$ cat config.mk
export PLATFORM = sky130hd
export DESIGN_NAME = opm_ctrl
export DESIGN_NICKNAME = d
export VERILOG_FILES = /design/src/opm_pkg.sv /design/src/opm_sync.sv /design/src/opm_svc_store.sv /design/src/opm_ctrl.sv
export VERILOG_INCLUDE_DIRS = /design/src /design/src/src
export SDC_FILE = /design/constraint.sdc
export NUM_CORES = 1
export LEC_CHECK = 0
export ABC_AREA = 1
export BUFFER_PORTS_ARGS = -buffer_cell sky130_fd_sc_hd__buf_2
export CAP_MARGIN = 20
export CELL_PAD_IN_SITES_DETAIL_PLACEMENT = 2
export CELL_PAD_IN_SITES_GLOBAL_PLACEMENT = 2
export CORE_MARGIN = 1
export CORE_UTILIZATION = 30
export DETAILED_ROUTE_END_ITERATION = 8
export GPL_ROUTABILITY_DRIVEN = 0
export GPL_TIMING_DRIVEN = 0
export PLACE_DENSITY_LB_ADDON = 0.2
export SYNTH_ARGS = -nofsm -noshare
export SYNTH_HDL_FRONTEND = slang
export SYNTH_SLANG_ARGS = --single-unit
export TNS_END_PERCENT = 5
$ cat constraint.sdc
create_clock -name clk_i -period 2.3 [get_ports clk_i]
set_input_delay 0.115 -clock clk_i [delete_from_list [all_inputs] [get_ports clk_i]]
set_output_delay 0.115 -clock clk_i [all_outputs]
set_load 0.05 [all_outputs]
$ cat src/opm_defines.svh
// timing counts, polling defaults and service layout for the mode controller
`ifndef OPM_DEFINES_SVH
`define OPM_DEFINES_SVH
`define OPM_CLK_MHZ 100
`define OPM_INIT_NS 2000
`define OPM_INIT_CYC ((`OPM_INIT_NS * `OPM_CLK_MHZ + 999) / 1000)
`define OPM_LOAD_NS 100
`define OPM_LOAD_CYC ((`OPM_LOAD_NS * `OPM_CLK_MHZ + 999) / 1000)
`define OPM_TC_NS 500
`define OPM_TC_CYC ((`OPM_TC_NS * `OPM_CLK_MHZ + 999) / 1000)
`define OPM_POLL_ON_DEF 16'h0100
`define OPM_POLL_SLEEP_DEF 16'h1000
`define OPM_TC_EVERY_DEF 8'h04
`define OPM_NUM_SVC 5
`define OPM_NUM_ROM_SVC 3
`define OPM_SVC_W 16
`endif

$ cat src/opm_pkg.sv
// types for the operating mode controller
package opm_pkg;
    typedef enum logic [2:0] {
        OPM_CMD_NONE,
        OPM_CMD_TX,
        OPM_CMD_RX,
        OPM_CMD_POLL,
        OPM_CMD_TC,
        OPM_CMD_IDLE
    } opm_cmd_t;
    typedef enum logic [1:0] {
        OPM_START_IDLE,
        OPM_START_TX,
        OPM_START_RX,
        OPM_START_POLL
    } opm_start_t;
    typedef enum logic [2:0] {
        OPM_M_OFF,
        OPM_M_IDLE,
        OPM_M_TX,
        OPM_M_RX,
        OPM_M_POLL_ACT,
        OPM_M_POLL_SLP,
        OPM_M_TC
    } opm_mode_t;
endpackage

$ cat src/opm_sync.sv
// three-stage synchroniser with agreement of the last two stages
`timescale 1ns/1ns
module opm_sync (
    input wire logic clk_i,
    input wire logic rst_n_i,
    input wire logic async_i,
    input wire logic rst_val_i,
    output logic sync_o
);
    logic s1_q, s2_q, s3_q, out_q;
    logic out_d;
    always_comb begin
        out_d = out_q;
        if (s2_q == s3_q) begin
            out_d = s3_q;
        end
    end
    // reset value is a constant per instance, never a sampled level
    always_ff @(posedge clk_i or negedge rst_n_i) begin
        if (!rst_n_i) begin
            s1_q <= 1'b1;
            s2_q <= 1'b1;
            s3_q <= 1'b1;
            out_q <= 1'b1;
        end else begin
            s1_q <= async_i;
            s2_q <= s1_q;
            s3_q <= s2_q;
            out_q <= out_d;
        end
    end
    assign sync_o = rst_val_i ? out_q : ~out_q;
endmodule // opm_sync

$ cat src/opm_svc_store.sv
// five service words: three fixed, two writable; current-service copy
`timescale 1ns/1ns
`include "opm_defines.svh"
module opm_svc_store (
    input wire logic clk_i,
    input wire logic rst_n_i,
    input wire logic [`OPM_SVC_W*3-1:0] rom_svc_i,
    input wire logic wr_en_i,
    input wire logic [2:0] wr_sel_i,
    input wire logic [`OPM_SVC_W-1:0] wr_data_i,
    input wire logic load_i,
    input wire logic [2:0] load_sel_i,
    output logic [`OPM_SVC_W-1:0] cur_svc_o,
    output logic wr_rej_o
);
    logic [`OPM_SVC_W-1:0] ram_q [2];
    logic [`OPM_SVC_W-1:0] ram_d [2];
    logic [`OPM_SVC_W-1:0] cur_q, cur_d;
    logic rej_q, rej_d;
    genvar g;
    generate
        for (g = 0; g < 2; g++) begin : g_ram
            always_comb begin
                ram_d[g] = ram_q[g];
                if (wr_en_i && wr_sel_i == 3'(g + `OPM_NUM_ROM_SVC)) begin
                    ram_d[g] = wr_data_i;
                end
            end
            always_ff @(posedge clk_i or negedge rst_n_i) begin
                if (!rst_n_i) begin
                    ram_q[g] <= 16'h0000;
                end else begin
                    ram_q[g] <= ram_d[g];
                end
            end
        end
    endgenerate
    always_comb begin
        cur_d = cur_q;
        // fixed services never take a write; such an attempt is flagged
        rej_d = wr_en_i && (wr_sel_i < 3'(`OPM_NUM_ROM_SVC) || wr_sel_i >= 3'(`OPM_NUM_SVC));
        if (load_i) begin
            if (load_sel_i < 3'(`OPM_NUM_ROM_SVC)) begin
                cur_d = rom_svc_i[load_sel_i[1:0]*`OPM_SVC_W +: `OPM_SVC_W];
            end else if (load_sel_i == 3'h3) begin
                cur_d = ram_q[0];
            end else begin
                cur_d = ram_q[1];
            end
        end
    end
    always_ff @(posedge clk_i or negedge rst_n_i) begin
        if (!rst_n_i) begin
            cur_q <= 16'h0000;
            rej_q <= 1'b0;
        end else begin
            cur_q <= cur_d;
            rej_q <= rej_d;
        end
    end
    assign cur_svc_o = cur_q;
    assign wr_rej_o = rej_q;
endmodule // opm_svc_store

$ cat src/opm_ctrl.sv
// operating mode controller: power-on sequence, mode hub, supply and oscillator enables
// Functional notes
// - supply applied always lands in power-off state.
// - power-off state switches every supply and oscillator off.
// - no command is taken in power-off; host must not send then.
// - high wake pin or any low wake pin starts power-on.
// - after init go to standby unless start configuration says otherwise; tune-check at init set goes to tune-check, then standby.
// - standby takes commands and leads to every other state.
// - a configuration bit selects the rc standby variant on slow rc.
// - crystal standby variant keeps crystal running.
// - transmit entered by host command or directly after power-on.
// - receive scans continuously; telegram accepted only on preamble and checks.
// - polling runs receiver briefly, sleeps configured period, repeats.
// - polling config copied to working copy at init, editable in standby.
// - tune-check on command, at init if set, periodically in polling.
// - supply and oscillator enables follow the mode table.
// - amplifier supply on in transmit only with high-voltage bit set.
// - processor sleeps in standby with configured sleep mode.
// - five services; three fixed, two writable only in standby.
// - transmit or receive start loads selected service to current, then hardware.
`timescale 1ns/1ns
`include "opm_defines.svh"
module opm_ctrl (
    input wire logic clk_i,
    input wire logic rst_n_i,
    input wire logic wake_high_pin_i,
    input wire logic [5:0] wake_low_pins_n_i,
    input wire logic cfg_crystal_standby_i,
    input wire logic high_voltage_app_bit_i,
    input wire logic [1:0] cfg_sleep_mode_i,
    input wire opm_pkg::opm_start_t cfg_start_i,
    input wire logic cfg_tc_at_init_i,
    input wire logic cfg_tc_in_poll_i,
    input wire logic [15:0] nv_poll_on_i,
    input wire logic [15:0] nv_poll_sleep_i,
    input wire logic [`OPM_SVC_W*3-1:0] nv_svc_i,
    input wire logic cmd_valid_i,
    input wire opm_pkg::opm_cmd_t cmd_i,
    input wire logic [2:0] cmd_svc_i,
    input wire logic poll_wr_i,
    input wire logic [15:0] poll_on_wr_i,
    input wire logic [15:0] poll_sleep_wr_i,
    input wire logic svc_wr_i,
    input wire logic [2:0] svc_wr_sel_i,
    input wire logic [`OPM_SVC_W-1:0] svc_wr_data_i,
    input wire logic preamble_ok_i,
    input wire logic checks_ok_i,
    input wire logic telegram_done_i,
    input wire logic shutdown_i,
    output opm_pkg::opm_mode_t mode_o,
    output logic cmd_ready_o,
    output logic digital_supply_o,
    output logic analog_supply_o,
    output logic amp_supply_o,
    output logic crystal_osc_o,
    output logic slow_rc_osc_o,
    output logic fast_rc_osc_o,
    output logic cpu_sleep_o,
    output logic [1:0] cpu_sleep_mode_o,
    output logic rx_enable_o,
    output logic rx_accept_o,
    output logic hw_load_o,
    output logic [`OPM_SVC_W-1:0] hw_svc_o,
    output logic svc_wr_rej_o
);
    import opm_pkg::*;

    logic wake_hi_s;
    logic [5:0] wake_lo_s;
    logic init_q, init_d;
    logic loading_q, loading_d;
    logic [15:0] cnt_q, cnt_d;
    logic [15:0] poll_on_q, poll_on_d;
    logic [15:0] poll_sleep_q, poll_sleep_d;
    logic [7:0] poll_n_q, poll_n_d;
    logic [2:0] sel_q, sel_d;
    opm_mode_t mode_q, mode_d, pend_q, pend_d;
    logic svc_load;
    logic [`OPM_SVC_W-1:0] cur_svc;
    logic svc_rej;
    logic wake;
    logic cmd_take;
    logic rdy_q, rdy_d, dsup_q, dsup_d, asup_q, asup_d, amp_q, amp_d;
    logic xto_q, xto_d, src_q, src_d, frc_q, frc_d, slp_q, slp_d;
    logic rxe_q, rxe_d, acc_q, acc_d, hwl_q, hwl_d;
    logic [1:0] smode_q, smode_d;

    // wake pins come from outside: synchronised, reset value is their idle level
    opm_sync u_sync_hi (
        .clk_i(clk_i),
        .rst_n_i(rst_n_i),
        .async_i(~wake_high_pin_i),
        .rst_val_i(1'b0),
        .sync_o(wake_hi_s)
    );
    genvar g;
    generate
        for (g = 0; g < 6; g++) begin : g_wake
            opm_sync u_sync_lo (
                .clk_i(clk_i),
                .rst_n_i(rst_n_i),
                .async_i(wake_low_pins_n_i[g]),
                .rst_val_i(1'b1),
                .sync_o(wake_lo_s[g])
            );
        end
    endgenerate

    assign wake = wake_hi_s || (wake_lo_s != 6'h3F);
    assign cmd_take = cmd_valid_i && mode_q == OPM_M_IDLE && !init_q && !loading_q;

    opm_svc_store u_svc (
        .clk_i(clk_i),
        .rst_n_i(rst_n_i),
        .rom_svc_i(nv_svc_i),
        .wr_en_i(svc_wr_i && mode_q == OPM_M_IDLE && !init_q),
        .wr_sel_i(svc_wr_sel_i),
        .wr_data_i(svc_wr_data_i),
        .load_i(svc_load),
        .load_sel_i(sel_d),
        .cur_svc_o(cur_svc),
        .wr_rej_o(svc_rej)
    );

    always_comb begin
        mode_d = mode_q;
        pend_d = pend_q;
        init_d = init_q;
        loading_d = loading_q;
        cnt_d = cnt_q;
        sel_d = sel_q;
        poll_on_d = poll_on_q;
        poll_sleep_d = poll_sleep_q;
        poll_n_d = poll_n_q;
        svc_load = 1'b0;
        case (mode_q)
            OPM_M_OFF: begin
                if (wake) begin
                    mode_d = OPM_M_IDLE;
                    init_d = 1'b1;
                    cnt_d = 16'(`OPM_INIT_CYC);
                    // working polling config taken from storage
                    poll_on_d = nv_poll_on_i;
                    poll_sleep_d = nv_poll_sleep_i;
                    poll_n_d = 8'h00;
                end
            end
            OPM_M_IDLE: begin
                if (init_q || loading_q) begin
                    if (cnt_q != 16'h0000) begin
                        cnt_d = cnt_q - 16'h0001;
                    end else if (init_q) begin
                        init_d = 1'b0;
                        if (cfg_tc_at_init_i) begin
                            pend_d = OPM_M_TC;
                        end else begin
                            case (cfg_start_i)
                                OPM_START_TX: pend_d = OPM_M_TX;
                                OPM_START_RX: pend_d = OPM_M_RX;
                                OPM_START_POLL: pend_d = OPM_M_POLL_ACT;
                                default: pend_d = OPM_M_IDLE;
                            endcase
                        end
                        if (pend_d == OPM_M_TX || pend_d == OPM_M_RX) begin
                            loading_d = 1'b1;
                            cnt_d = 16'(`OPM_LOAD_CYC);
                            svc_load = 1'b1;
                        end else if (pend_d == OPM_M_TC) begin
                            mode_d = OPM_M_TC;
                            cnt_d = 16'(`OPM_TC_CYC);
                        end else begin
                            mode_d = pend_d;
                            cnt_d = poll_on_q;
                        end
                    end else begin
                        // service copied, hardware load then enters mode
                        loading_d = 1'b0;
                        mode_d = pend_q;
                    end
                end else if (shutdown_i) begin
                    mode_d = OPM_M_OFF;
                end else if (poll_wr_i) begin
                    poll_on_d = poll_on_wr_i;
                    poll_sleep_d = poll_sleep_wr_i;
                end else if (cmd_take) begin
                    case (cmd_i)
                        OPM_CMD_TX, OPM_CMD_RX: begin
                            sel_d = cmd_svc_i;
                            pend_d = (cmd_i == OPM_CMD_TX) ? OPM_M_TX : OPM_M_RX;
                            loading_d = 1'b1;
                            cnt_d = 16'(`OPM_LOAD_CYC);
                            svc_load = 1'b1;
                        end
                        OPM_CMD_POLL: begin
                            mode_d = OPM_M_POLL_ACT;
                            cnt_d = poll_on_q;
                            poll_n_d = 8'h00;
                        end
                        OPM_CMD_TC: begin
                            mode_d = OPM_M_TC;
                            cnt_d = 16'(`OPM_TC_CYC);
                        end
                        default: mode_d = OPM_M_IDLE;
                    endcase
                end
            end
            OPM_M_TX: begin
                if (telegram_done_i || (cmd_valid_i && cmd_i == OPM_CMD_IDLE)) begin
                    mode_d = OPM_M_IDLE;
                end
            end
            OPM_M_RX: begin
                if (cmd_valid_i && cmd_i == OPM_CMD_IDLE) begin
                    mode_d = OPM_M_IDLE;
                end
            end
            // active window, then sleep, then repeat
            OPM_M_POLL_ACT: begin
                if (cmd_valid_i && cmd_i == OPM_CMD_IDLE) begin
                    mode_d = OPM_M_IDLE;
                end else if (preamble_ok_i) begin
                    cnt_d = cnt_q;
                end else if (cnt_q != 16'h0000) begin
                    cnt_d = cnt_q - 16'h0001;
                end else begin
                    mode_d = OPM_M_POLL_SLP;
                    cnt_d = poll_sleep_q;
                end
            end
            OPM_M_POLL_SLP: begin
                if (cmd_valid_i && cmd_i == OPM_CMD_IDLE) begin
                    mode_d = OPM_M_IDLE;
                end else if (cnt_q != 16'h0000) begin
                    cnt_d = cnt_q - 16'h0001;
                end else if (cfg_tc_in_poll_i && poll_n_q >= `OPM_TC_EVERY_DEF - 8'h01) begin
                    poll_n_d = 8'h00;
                    mode_d = OPM_M_TC;
                    pend_d = OPM_M_POLL_ACT;
                    cnt_d = 16'(`OPM_TC_CYC);
                end else begin
                    poll_n_d = poll_n_q + 8'h01;
                    mode_d = OPM_M_POLL_ACT;
                    cnt_d = poll_on_q;
                end
            end
            OPM_M_TC: begin
                if (cnt_q != 16'h0000) begin
                    cnt_d = cnt_q - 16'h0001;
                end else if (pend_q == OPM_M_POLL_ACT) begin
                    mode_d = OPM_M_POLL_ACT;
                    cnt_d = poll_on_q;
                    pend_d = OPM_M_IDLE;
                end else begin
                    mode_d = OPM_M_IDLE;
                end
            end
            default: mode_d = OPM_M_OFF;
        endcase
    end

    // enables per mode
    always_comb begin
        rdy_d = mode_d == OPM_M_IDLE && !init_d && !loading_d;
        dsup_d = mode_d != OPM_M_OFF;
        asup_d = 1'b0;
        amp_d = 1'b0;
        xto_d = 1'b0;
        src_d = mode_d != OPM_M_OFF;
        frc_d = 1'b0;
        slp_d = 1'b0;
        rxe_d = 1'b0;
        acc_d = 1'b0;
        hwl_d = svc_load;
        smode_d = cfg_sleep_mode_i;
        case (mode_d)
            OPM_M_IDLE, OPM_M_POLL_SLP: begin
                asup_d = cfg_crystal_standby_i;
                xto_d = cfg_crystal_standby_i;
                frc_d = (init_d || loading_d) && !cfg_crystal_standby_i;
                slp_d = !init_d && !loading_d;
            end
            OPM_M_TX: begin
                asup_d = 1'b1;
                xto_d = 1'b1;
                // amplifier supply gated by high-voltage bit
                amp_d = high_voltage_app_bit_i;
            end
            OPM_M_RX, OPM_M_POLL_ACT: begin
                asup_d = 1'b1;
                xto_d = 1'b1;
                frc_d = mode_d == OPM_M_POLL_ACT && !cfg_crystal_standby_i;
                rxe_d = 1'b1;
                // accept only on preamble and passed checks
                acc_d = preamble_ok_i && checks_ok_i;
            end
            OPM_M_TC: begin
                asup_d = 1'b1;
                xto_d = 1'b1;
            end
            default: src_d = 1'b0;
        endcase
    end

    always_ff @(posedge clk_i or negedge rst_n_i) begin
        if (!rst_n_i) begin
            mode_q <= OPM_M_OFF;
            pend_q <= OPM_M_IDLE;
            init_q <= 1'b0;
            loading_q <= 1'b0;
            cnt_q <= 16'h0000;
            sel_q <= 3'h0;
            poll_on_q <= `OPM_POLL_ON_DEF;
            poll_sleep_q <= `OPM_POLL_SLEEP_DEF;
            poll_n_q <= 8'h00;
            rdy_q <= 1'b0;
            dsup_q <= 1'b0;
            asup_q <= 1'b0;
            amp_q <= 1'b0;
            xto_q <= 1'b0;
            src_q <= 1'b0;
            frc_q <= 1'b0;
            slp_q <= 1'b0;
            rxe_q <= 1'b0;
            acc_q <= 1'b0;
            hwl_q <= 1'b0;
            smode_q <= 2'h0;
        end else begin
            mode_q <= mode_d;
            pend_q <= pend_d;
            init_q <= init_d;
            loading_q <= loading_d;
            cnt_q <= cnt_d;
            sel_q <= sel_d;
            poll_on_q <= poll_on_d;
            poll_sleep_q <= poll_sleep_d;
            poll_n_q <= poll_n_d;
            rdy_q <= rdy_d;
            dsup_q <= dsup_d;
            asup_q <= asup_d;
            amp_q <= amp_d;
            xto_q <= xto_d;
            src_q <= src_d;
            frc_q <= frc_d;
            slp_q <= slp_d;
            rxe_q <= rxe_d;
            acc_q <= acc_d;
            hwl_q <= hwl_d;
            smode_q <= smode_d;
        end
    end

    assign mode_o = mode_q;
    assign cmd_ready_o = rdy_q;
    assign digital_supply_o = dsup_q;
    assign analog_supply_o = asup_q;
    assign amp_supply_o = amp_q;
    assign crystal_osc_o = xto_q;
    assign slow_rc_osc_o = src_q;
    assign fast_rc_osc_o = frc_q;
    assign cpu_sleep_o = slp_q;
    assign cpu_sleep_mode_o = smode_q;
    assign rx_enable_o = rxe_q;
    assign rx_accept_o = acc_q;
    assign hw_load_o = hwl_q;
    assign hw_svc_o = cur_svc;
    assign svc_wr_rej_o = svc_rej;
endmodule // opm_ctrl

# Word level (Yosys, flattened, before mapping)
# Index checks and enable logic that the tools add are counted.
[classes]
bitwise = 2
n_eq_ne = 58
shift = 1
n_mux = 117
reduce_logical = 43
addsub = 2
magnitude_cmp = 4
[ops]
columns = ["op", "n"]
rows = [
  ["2-to-1 mux 16 bit", 27],
  ["2-to-1 mux 3 bit", 41],
  ["one-hot mux 16 bit (5 select lines)", 1],
  ["2-to-1 mux 8 bit", 9],
  ["one-hot mux 16 bit (2 select lines)", 2],
  ["one-hot mux 16 bit (3 select lines)", 1],
  ["variable part select 48 x 7 -> 16 bit", 1],
  ["equality test 3 bit, second input constant", 11],
  ["equality test 3 x 2 -> 1 bit, second input constant", 10],
  ["2-to-1 mux 1 bit", 27],
  ["one-hot mux 3 bit (3 select lines)", 3],
  ["inequality test 2 bit, second input constant", 13],
  ["one-hot mux 8 bit (3 select lines)", 1],
  ["one-hot mux 3 bit (7 select lines)", 1],
  ["logical AND 1 bit", 16],
  ["nonzero test 16 bit", 1],
  ["subtractor 16 x 1 -> 16 bit, second input constant", 1],
  ["AND reduction 12 bit", 1],
  ["AND reduction 11 bit", 1],
  ["equality test 3 x 1 -> 1 bit, second input constant", 3],
  ["inequality test 3 x 2 -> 1 bit, second input constant", 3],
  ["inequality test 3 bit, second input constant", 3],
  ["AND reduction 9 bit", 1],
  ["nonzero test 3 bit", 3],
  ["other kinds (24)", 46],
]
[totals]
register_bits = 156
elab_cells = 279
out_inout_bits = 33
in_bits = 161

# Depth between registers and ports, before layout
[depth]
depth_word = 17
mapped_depth = 16
mapped_depth_nobuf = 15

# By module
# A second synthesis with hierarchy kept.
[hier_totals]
cells_unflattened = 1186
area_unflattened_um2 = 8789.7
[by_module_without_submodules]
columns = ["mod", "cells_each", "instances", "area_per_inst_um2", "seq_area_each_um2"]
rows = [
  ["opm_ctrl", 735, 1, 5113.7, 1980.6],
  ["opm_svc_store", 388, 1, 2765.2, 1226.2],
  ["opm_sync", 9, 7, 130.1, 105.1],
]

# Least setup slack after synthesis
# No wires, ideal clock.
[synth_timing]
kind = "reg2reg"
startpoint = "reg mode_q[0] (netlist: mode_o[0])"
endpoint = "reg u_svc.cur_q[10] (netlist: u_svc.cur_svc_o[10])"
path_slack_ns = -0.025
setup_ns = 0.118
synth_period_minus_slack_ns = 2.325
path_buffers = 2
t_arrival_ns = 2.207
required_ns = 2.182
stages_incl_launch_ff = 16
cell_sequence = "dfrtp_1 buf_2 nand2_4 nor2_8 nand2_4 nor2_4 nand2_4 nand2_1 o21ai_4 inv_2 nand3_2 buf_4 o21ai_1 inv_2 nand2_1 nand2_1"
[synth_via]
elab_chain_cells = 12
word_cells_on_any_way = 19
cone_classes = "1 x order compare; 2 x eq/ne; 1 x shift; 12 x mux; 3 x reduce/logical"
[synth_lines]
columns = ["element", "line", "source"]
rows = [
  ["start: declaration", "opm_ctrl.sv:77", "opm_mode_t mode_q, mode_d, pend_q, pend_d;"],
  ["start signal: assignment", "opm_ctrl.sv:328", "mode_q <= mode_d;"],
  ["equality test 3 x 1 -> 1 bit (*)", "opm_ctrl.sv:110, opm_ctrl.sv:136", ""],
  ["logical AND 1 bit (3 in a row)", "opm_ctrl.sv:110", "assign cmd_take = cmd_valid_i && mode_q == OPM_M_IDLE && !init_q && !loading_q;"],
  ["2-to-1 mux 3 bit", "opm_ctrl.sv:185", "end else if (cmd_take) begin"],
  ["2-to-1 mux 3 bit", "opm_ctrl.sv:182", "end else if (poll_wr_i) begin"],
  ["2-to-1 mux 3 bit", "opm_ctrl.sv:180", "end else if (shutdown_i) begin"],
  ["2-to-1 mux 3 bit", "opm_ctrl.sv:149", "if (init_q || loading_q) begin"],
  ["2-to-1 mux 3 bit (*)", "opm_ctrl.sv:136", "case (mode_q)"],
  ["via sel_d[2]", "opm_ctrl.sv:76", "logic [2:0] sel_q, sel_d;"],
  ["parallel branches: the longest is 2 deep, another holds < comparator 3 x 2 -> 1 bit", "n/a", ""],
  ["2-to-1 mux 16 bit (*)", "opm_svc_store.sv:43", "if (load_sel_i < 3'(`OPM_NUM_ROM_SVC)) begin"],
  ["end signal: assignment", "opm_svc_store.sv:57", "cur_q <= cur_d;"],
  ["end: declaration", "opm_svc_store.sv:18", "logic [`OPM_SVC_W-1:0] cur_q, cur_d;"],
]
# Mark *: on every way through the listed nets, which the timed path passes.
# A chain may end at the register's enable or synchronous reset.

# Final worst setup path
[layout_timing]
startpoint = "reg init_q"
endpoint = "reg poll_on_q[10]"
[layout_via]
elab_chain_cells = 3
[layout_lines]
columns = ["element", "line", "source"]
rows = [
  ["start: declaration", "opm_ctrl.sv:70", "logic init_q, init_d;"],
  ["start signal: assignment", "opm_ctrl.sv:330", "init_q <= init_d;"],
  ["logical OR 1 bit", "opm_ctrl.sv:149", ""],
  ["inequality test 2 bit (no line)", "n/a", ""],
  ["AND reduction 5 bit (no line)", "n/a", ""],
  ["end signal: assignment", "opm_ctrl.sv:312", "poll_on_q <= `OPM_POLL_ON_DEF;"],
  ["end signal: assignment", "opm_ctrl.sv:334", "poll_on_q <= poll_on_d;"],
  ["end: declaration", "opm_ctrl.sv:73", "logic [15:0] poll_on_q, poll_on_d;"],
]
# No other way between the ends.

==> impl_metrics.csv <==
group,metric,value,unit
status,outcome,"finished, final reports clean",
logic_synthesis,syn_area_per_cell,7.90,µm²
final_layout,fill_cells,3094,
final_layout,fin_nets,1591,
timing,worstMarginPinSlew,0.659,ns
logic_synthesis,async_flop_share,100,%
timing,rsz0062_at_grt,"yes",
timing,hold_viol_final,0,
route,ant_nets,0,
critical_path,arrival,2.56,ns
clocking,cts_tree,"yes",
logic_synthesis,synth-seq-cells,156,
critical_path,crit_fanout,10,
floorplanning,row_count,61,
logic_synthesis,synth_area_leaders,"dfrtp_1 (37%), nand2_1 (12%), dfstp_2 (9.6%)",
clocking,ctsRootBufferMaster,"clkbuf_16",
route,viasPerCell,5.13,
clocking,cts_buffers,17,
placement,place_area,9980,µm²
timing,max_freq,445,MHz
timing,fin_skew,0.0229,ns
timing,period_share,97.6,%
logic_synthesis,synth_warnings,0,
pwr,p_leak,6.22,nW
route,first_pass_iters,5,
placement,port_buffers,193,
timing,period_minus_slack,2.25,ns
floorplanning,ioPinCount,194,
run,max_cap_violations,0,
grt,antenna_found_initial,9,
clocking,cts.sinks,156,
logic_synthesis,netlist_area,8510,µm²
logic_synthesis,synth.largest_area_cell,"dfrtp_1",
clocking,cts_buffer_depth,2,
logic_synthesis,synthDistinctLibCells,49,
critical_path,cp-end-kind,"flop",
placement,place_ws,-0.678,ns
logic_synthesis,synthTopCellsByCount,"nand2_1 (279), nor2_1 (127), dfrtp_1 (125)",
route,drc,0,
floorplanning,initial_core_util,30.5,%
route,wl,40.5,mm
logic_synthesis,syn_nets,1243,
timing,relSlewSlack,56.1,%
timing,setup_slack,0.0546,ns
grt,grt_max_degree,118,
route,drt-wirelength-per-cell,22.1,µm
grt,grt_pass1_vias,10300,
logic_synthesis,synthFlopType,"dfrtp_1",
final_layout,postLayoutCellArea,12400,µm²
route,drtIter0Drc,425,
clocking,cts_max_level,4,
logic_synthesis,synth_edf_count,0,
logic_synthesis,yosysMostFrequentCell,"nand2_1",
timing,holdWs,0.0352,ns
grt,grt_pass1_wl,59.6,mm
final_layout,drive_gt1_share,32.2,%
critical_path,worstSetupPathType,"reg -> reg",
pwr,ir_drop,0.000552,V
placement,dp_hpwl,24.8,mm
critical_path,start_kind,"flop",
floorplanning,die_area,29000,µm²
timing,finalSetupViolations,0,
logic_synthesis,synthCells,1076,
floorplanning,die_w,170,µm
clocking,insertion_delay,0.46,ns
pwr,p_per_area,1080,nW/µm²
clocking,path_clk_slew,0.09,ns
grt,grt-ovfl-total,0,
floorplanning,coreArea,27900,µm²
grt,grt_usage,27.4,%
floorplanning,fp.dieH,170,µm
critical_path,required,2.61,ns
timing,drv_slew,0,
final_layout,synthToLayoutAreaGrowth,45.3,%
logic_synthesis,ys_seq_area_share,46.4,%
hold_path,hold_class,"in -> reg",
logic_synthesis,synth_top_area_share,36.8,%
route,vias,9373,
[cell families after synthesis]
logic type / after synthesis / share of synthesized area (%)
AND/OR/NAND/NOR: 513 / 25.3
AO/OA/AOI/OAI: 199 / 14.0
flip-flops: 156 / 46.4
buffers and inverters: 155 / 7.66
multiplexers: 32 / 4.24
adder cells (fa/ha/maj): 13 / 1.71
XOR/XNOR: 8 / 0.824
[worst paths after layout]
| kind | cells past startpoint | start | to | slack (ns) |
|---|---|---|---|---|
| setup reg to reg | 10 | init_q | poll_on_q[10] | 0.05 |
| hold reg to reg | 0 | g_wake[3].u_sync_lo.s1_q | g_wake[3].u_sync_lo.s2_q | 0.36 |
| hold / removal | 5 | nv_svc_i[32] | u_svc.cur_svc_o[0] | 0.04 |
| max in group asynchronous | 3 | rst_n_i | poll_on_q[6] | 1.26 |
| setup / recovery | 10 | init_q | poll_on_q[10] | 0.05 |
| min in group asynchronous | 2 | rst_n_i | cnt_q[10] | 0.13 |
[final cells by class]
type / count / area (µm²) / area share (%)
antenna: 13 / 32.5 / 0.263
buffer: 38 / 299 / 2.42
clock buffer: 18 / 450 / 3.64
clock inverter: 14 / 189 / 1.53
inverter: 117 / 454 / 3.67
multi-input combinational: 765 / 4230 / 34.2
sequential: 156 / 3950 / 31.9
tap: 378 / 473 / 3.83
timing repair buffer: 329 / 2290 / 18.5
[critical path: stages, from the launching register on]
cell      delay, ns
dfrtp_1        0.37
buf_4          0.19
nor2_4         0.21
inv_2          0.15
nor2_1         0.12
inv_1          0.10
o31ai_4        0.29
buf_12         0.16
buf_4          0.15
clkbuf_4       0.22
a31oi_1        0.15
[through the flow]
step / total power, mW / setup TNS (ns) / cells / utilization (%)
final: 13.4 / 0 / 1828 / 44.4
after detailed placement: 8.94 / -36.84 / 1648 / 35.8
after floorplan: 7.14 / -0.432 / 1076 / -
after CTS: 12.4 / -0.773 / 1781 / 42.5
after global placement: 8.76 / -230.80 / 1647 / 35.7
after global routing: 14.1 / -0.761 / 1828 / 44.4
[power breakdown]
group	internal [mW]	switching (mW)	total [mW]
logic	2.05	4.12	6.17
clock network	1.64	1.48	3.12
registers	3.47	0.650	4.12
[state kept, by name, indices dropped and copies added, names as in the netlist, 2 cells and up]
register	count
g_wake.u_sync_lo.out_q	6
mode_o	3
sel_q	3
u_svc.ram_q	32
cnt_q	16
poll_on_q	16
pend_q	3
poll_n_q	8
poll_sleep_q	16
cpu_sleep_mode_o	2
u_svc.cur_svc_o	16
g_wake.u_sync_lo.s3_q	6
g_wake.u_sync_lo.s2_q	6
g_wake.u_sync_lo.s1_q	6
[layout by cell type (no fill, tap or decap), types with 34 or more instances in the layout]
master and instances:
buf_4 44, nand2_1 263, nor2_1 107, a31oi_1 34, dfrtp_1 123, inv_1 97, buf_2 195, o21ai_0 68
nand3_1 61, dlygate4sd3_1 97
[metal layers]
| layer | track usage, % | routed length (µm) | vias up |
|---|---|---|---|
| met3 | 4.67 | 1600 | 101 |
| met2 | 49.8 | 21500 | 273 |
| met1 | 31.8 | 16000 | 4763 |
| met4 | 11.2 | 1400 | 0 |
| li1 | - | - | 4236 |
| met5 | 0 | 0 | - |
[timing repair]
item / 4_1_cts / 5_1_grt
setup buffers: 4 / 33
hold buffers: 97 / 0
gates resized for setup: 72 / 72
endpoints found under the hold margin: 119 / 0
endpoints found under the setup margin: 115 / 107
pin swaps: 6 / 20
cloned: 0 / 1
Power figures use the tool's default switching activity.
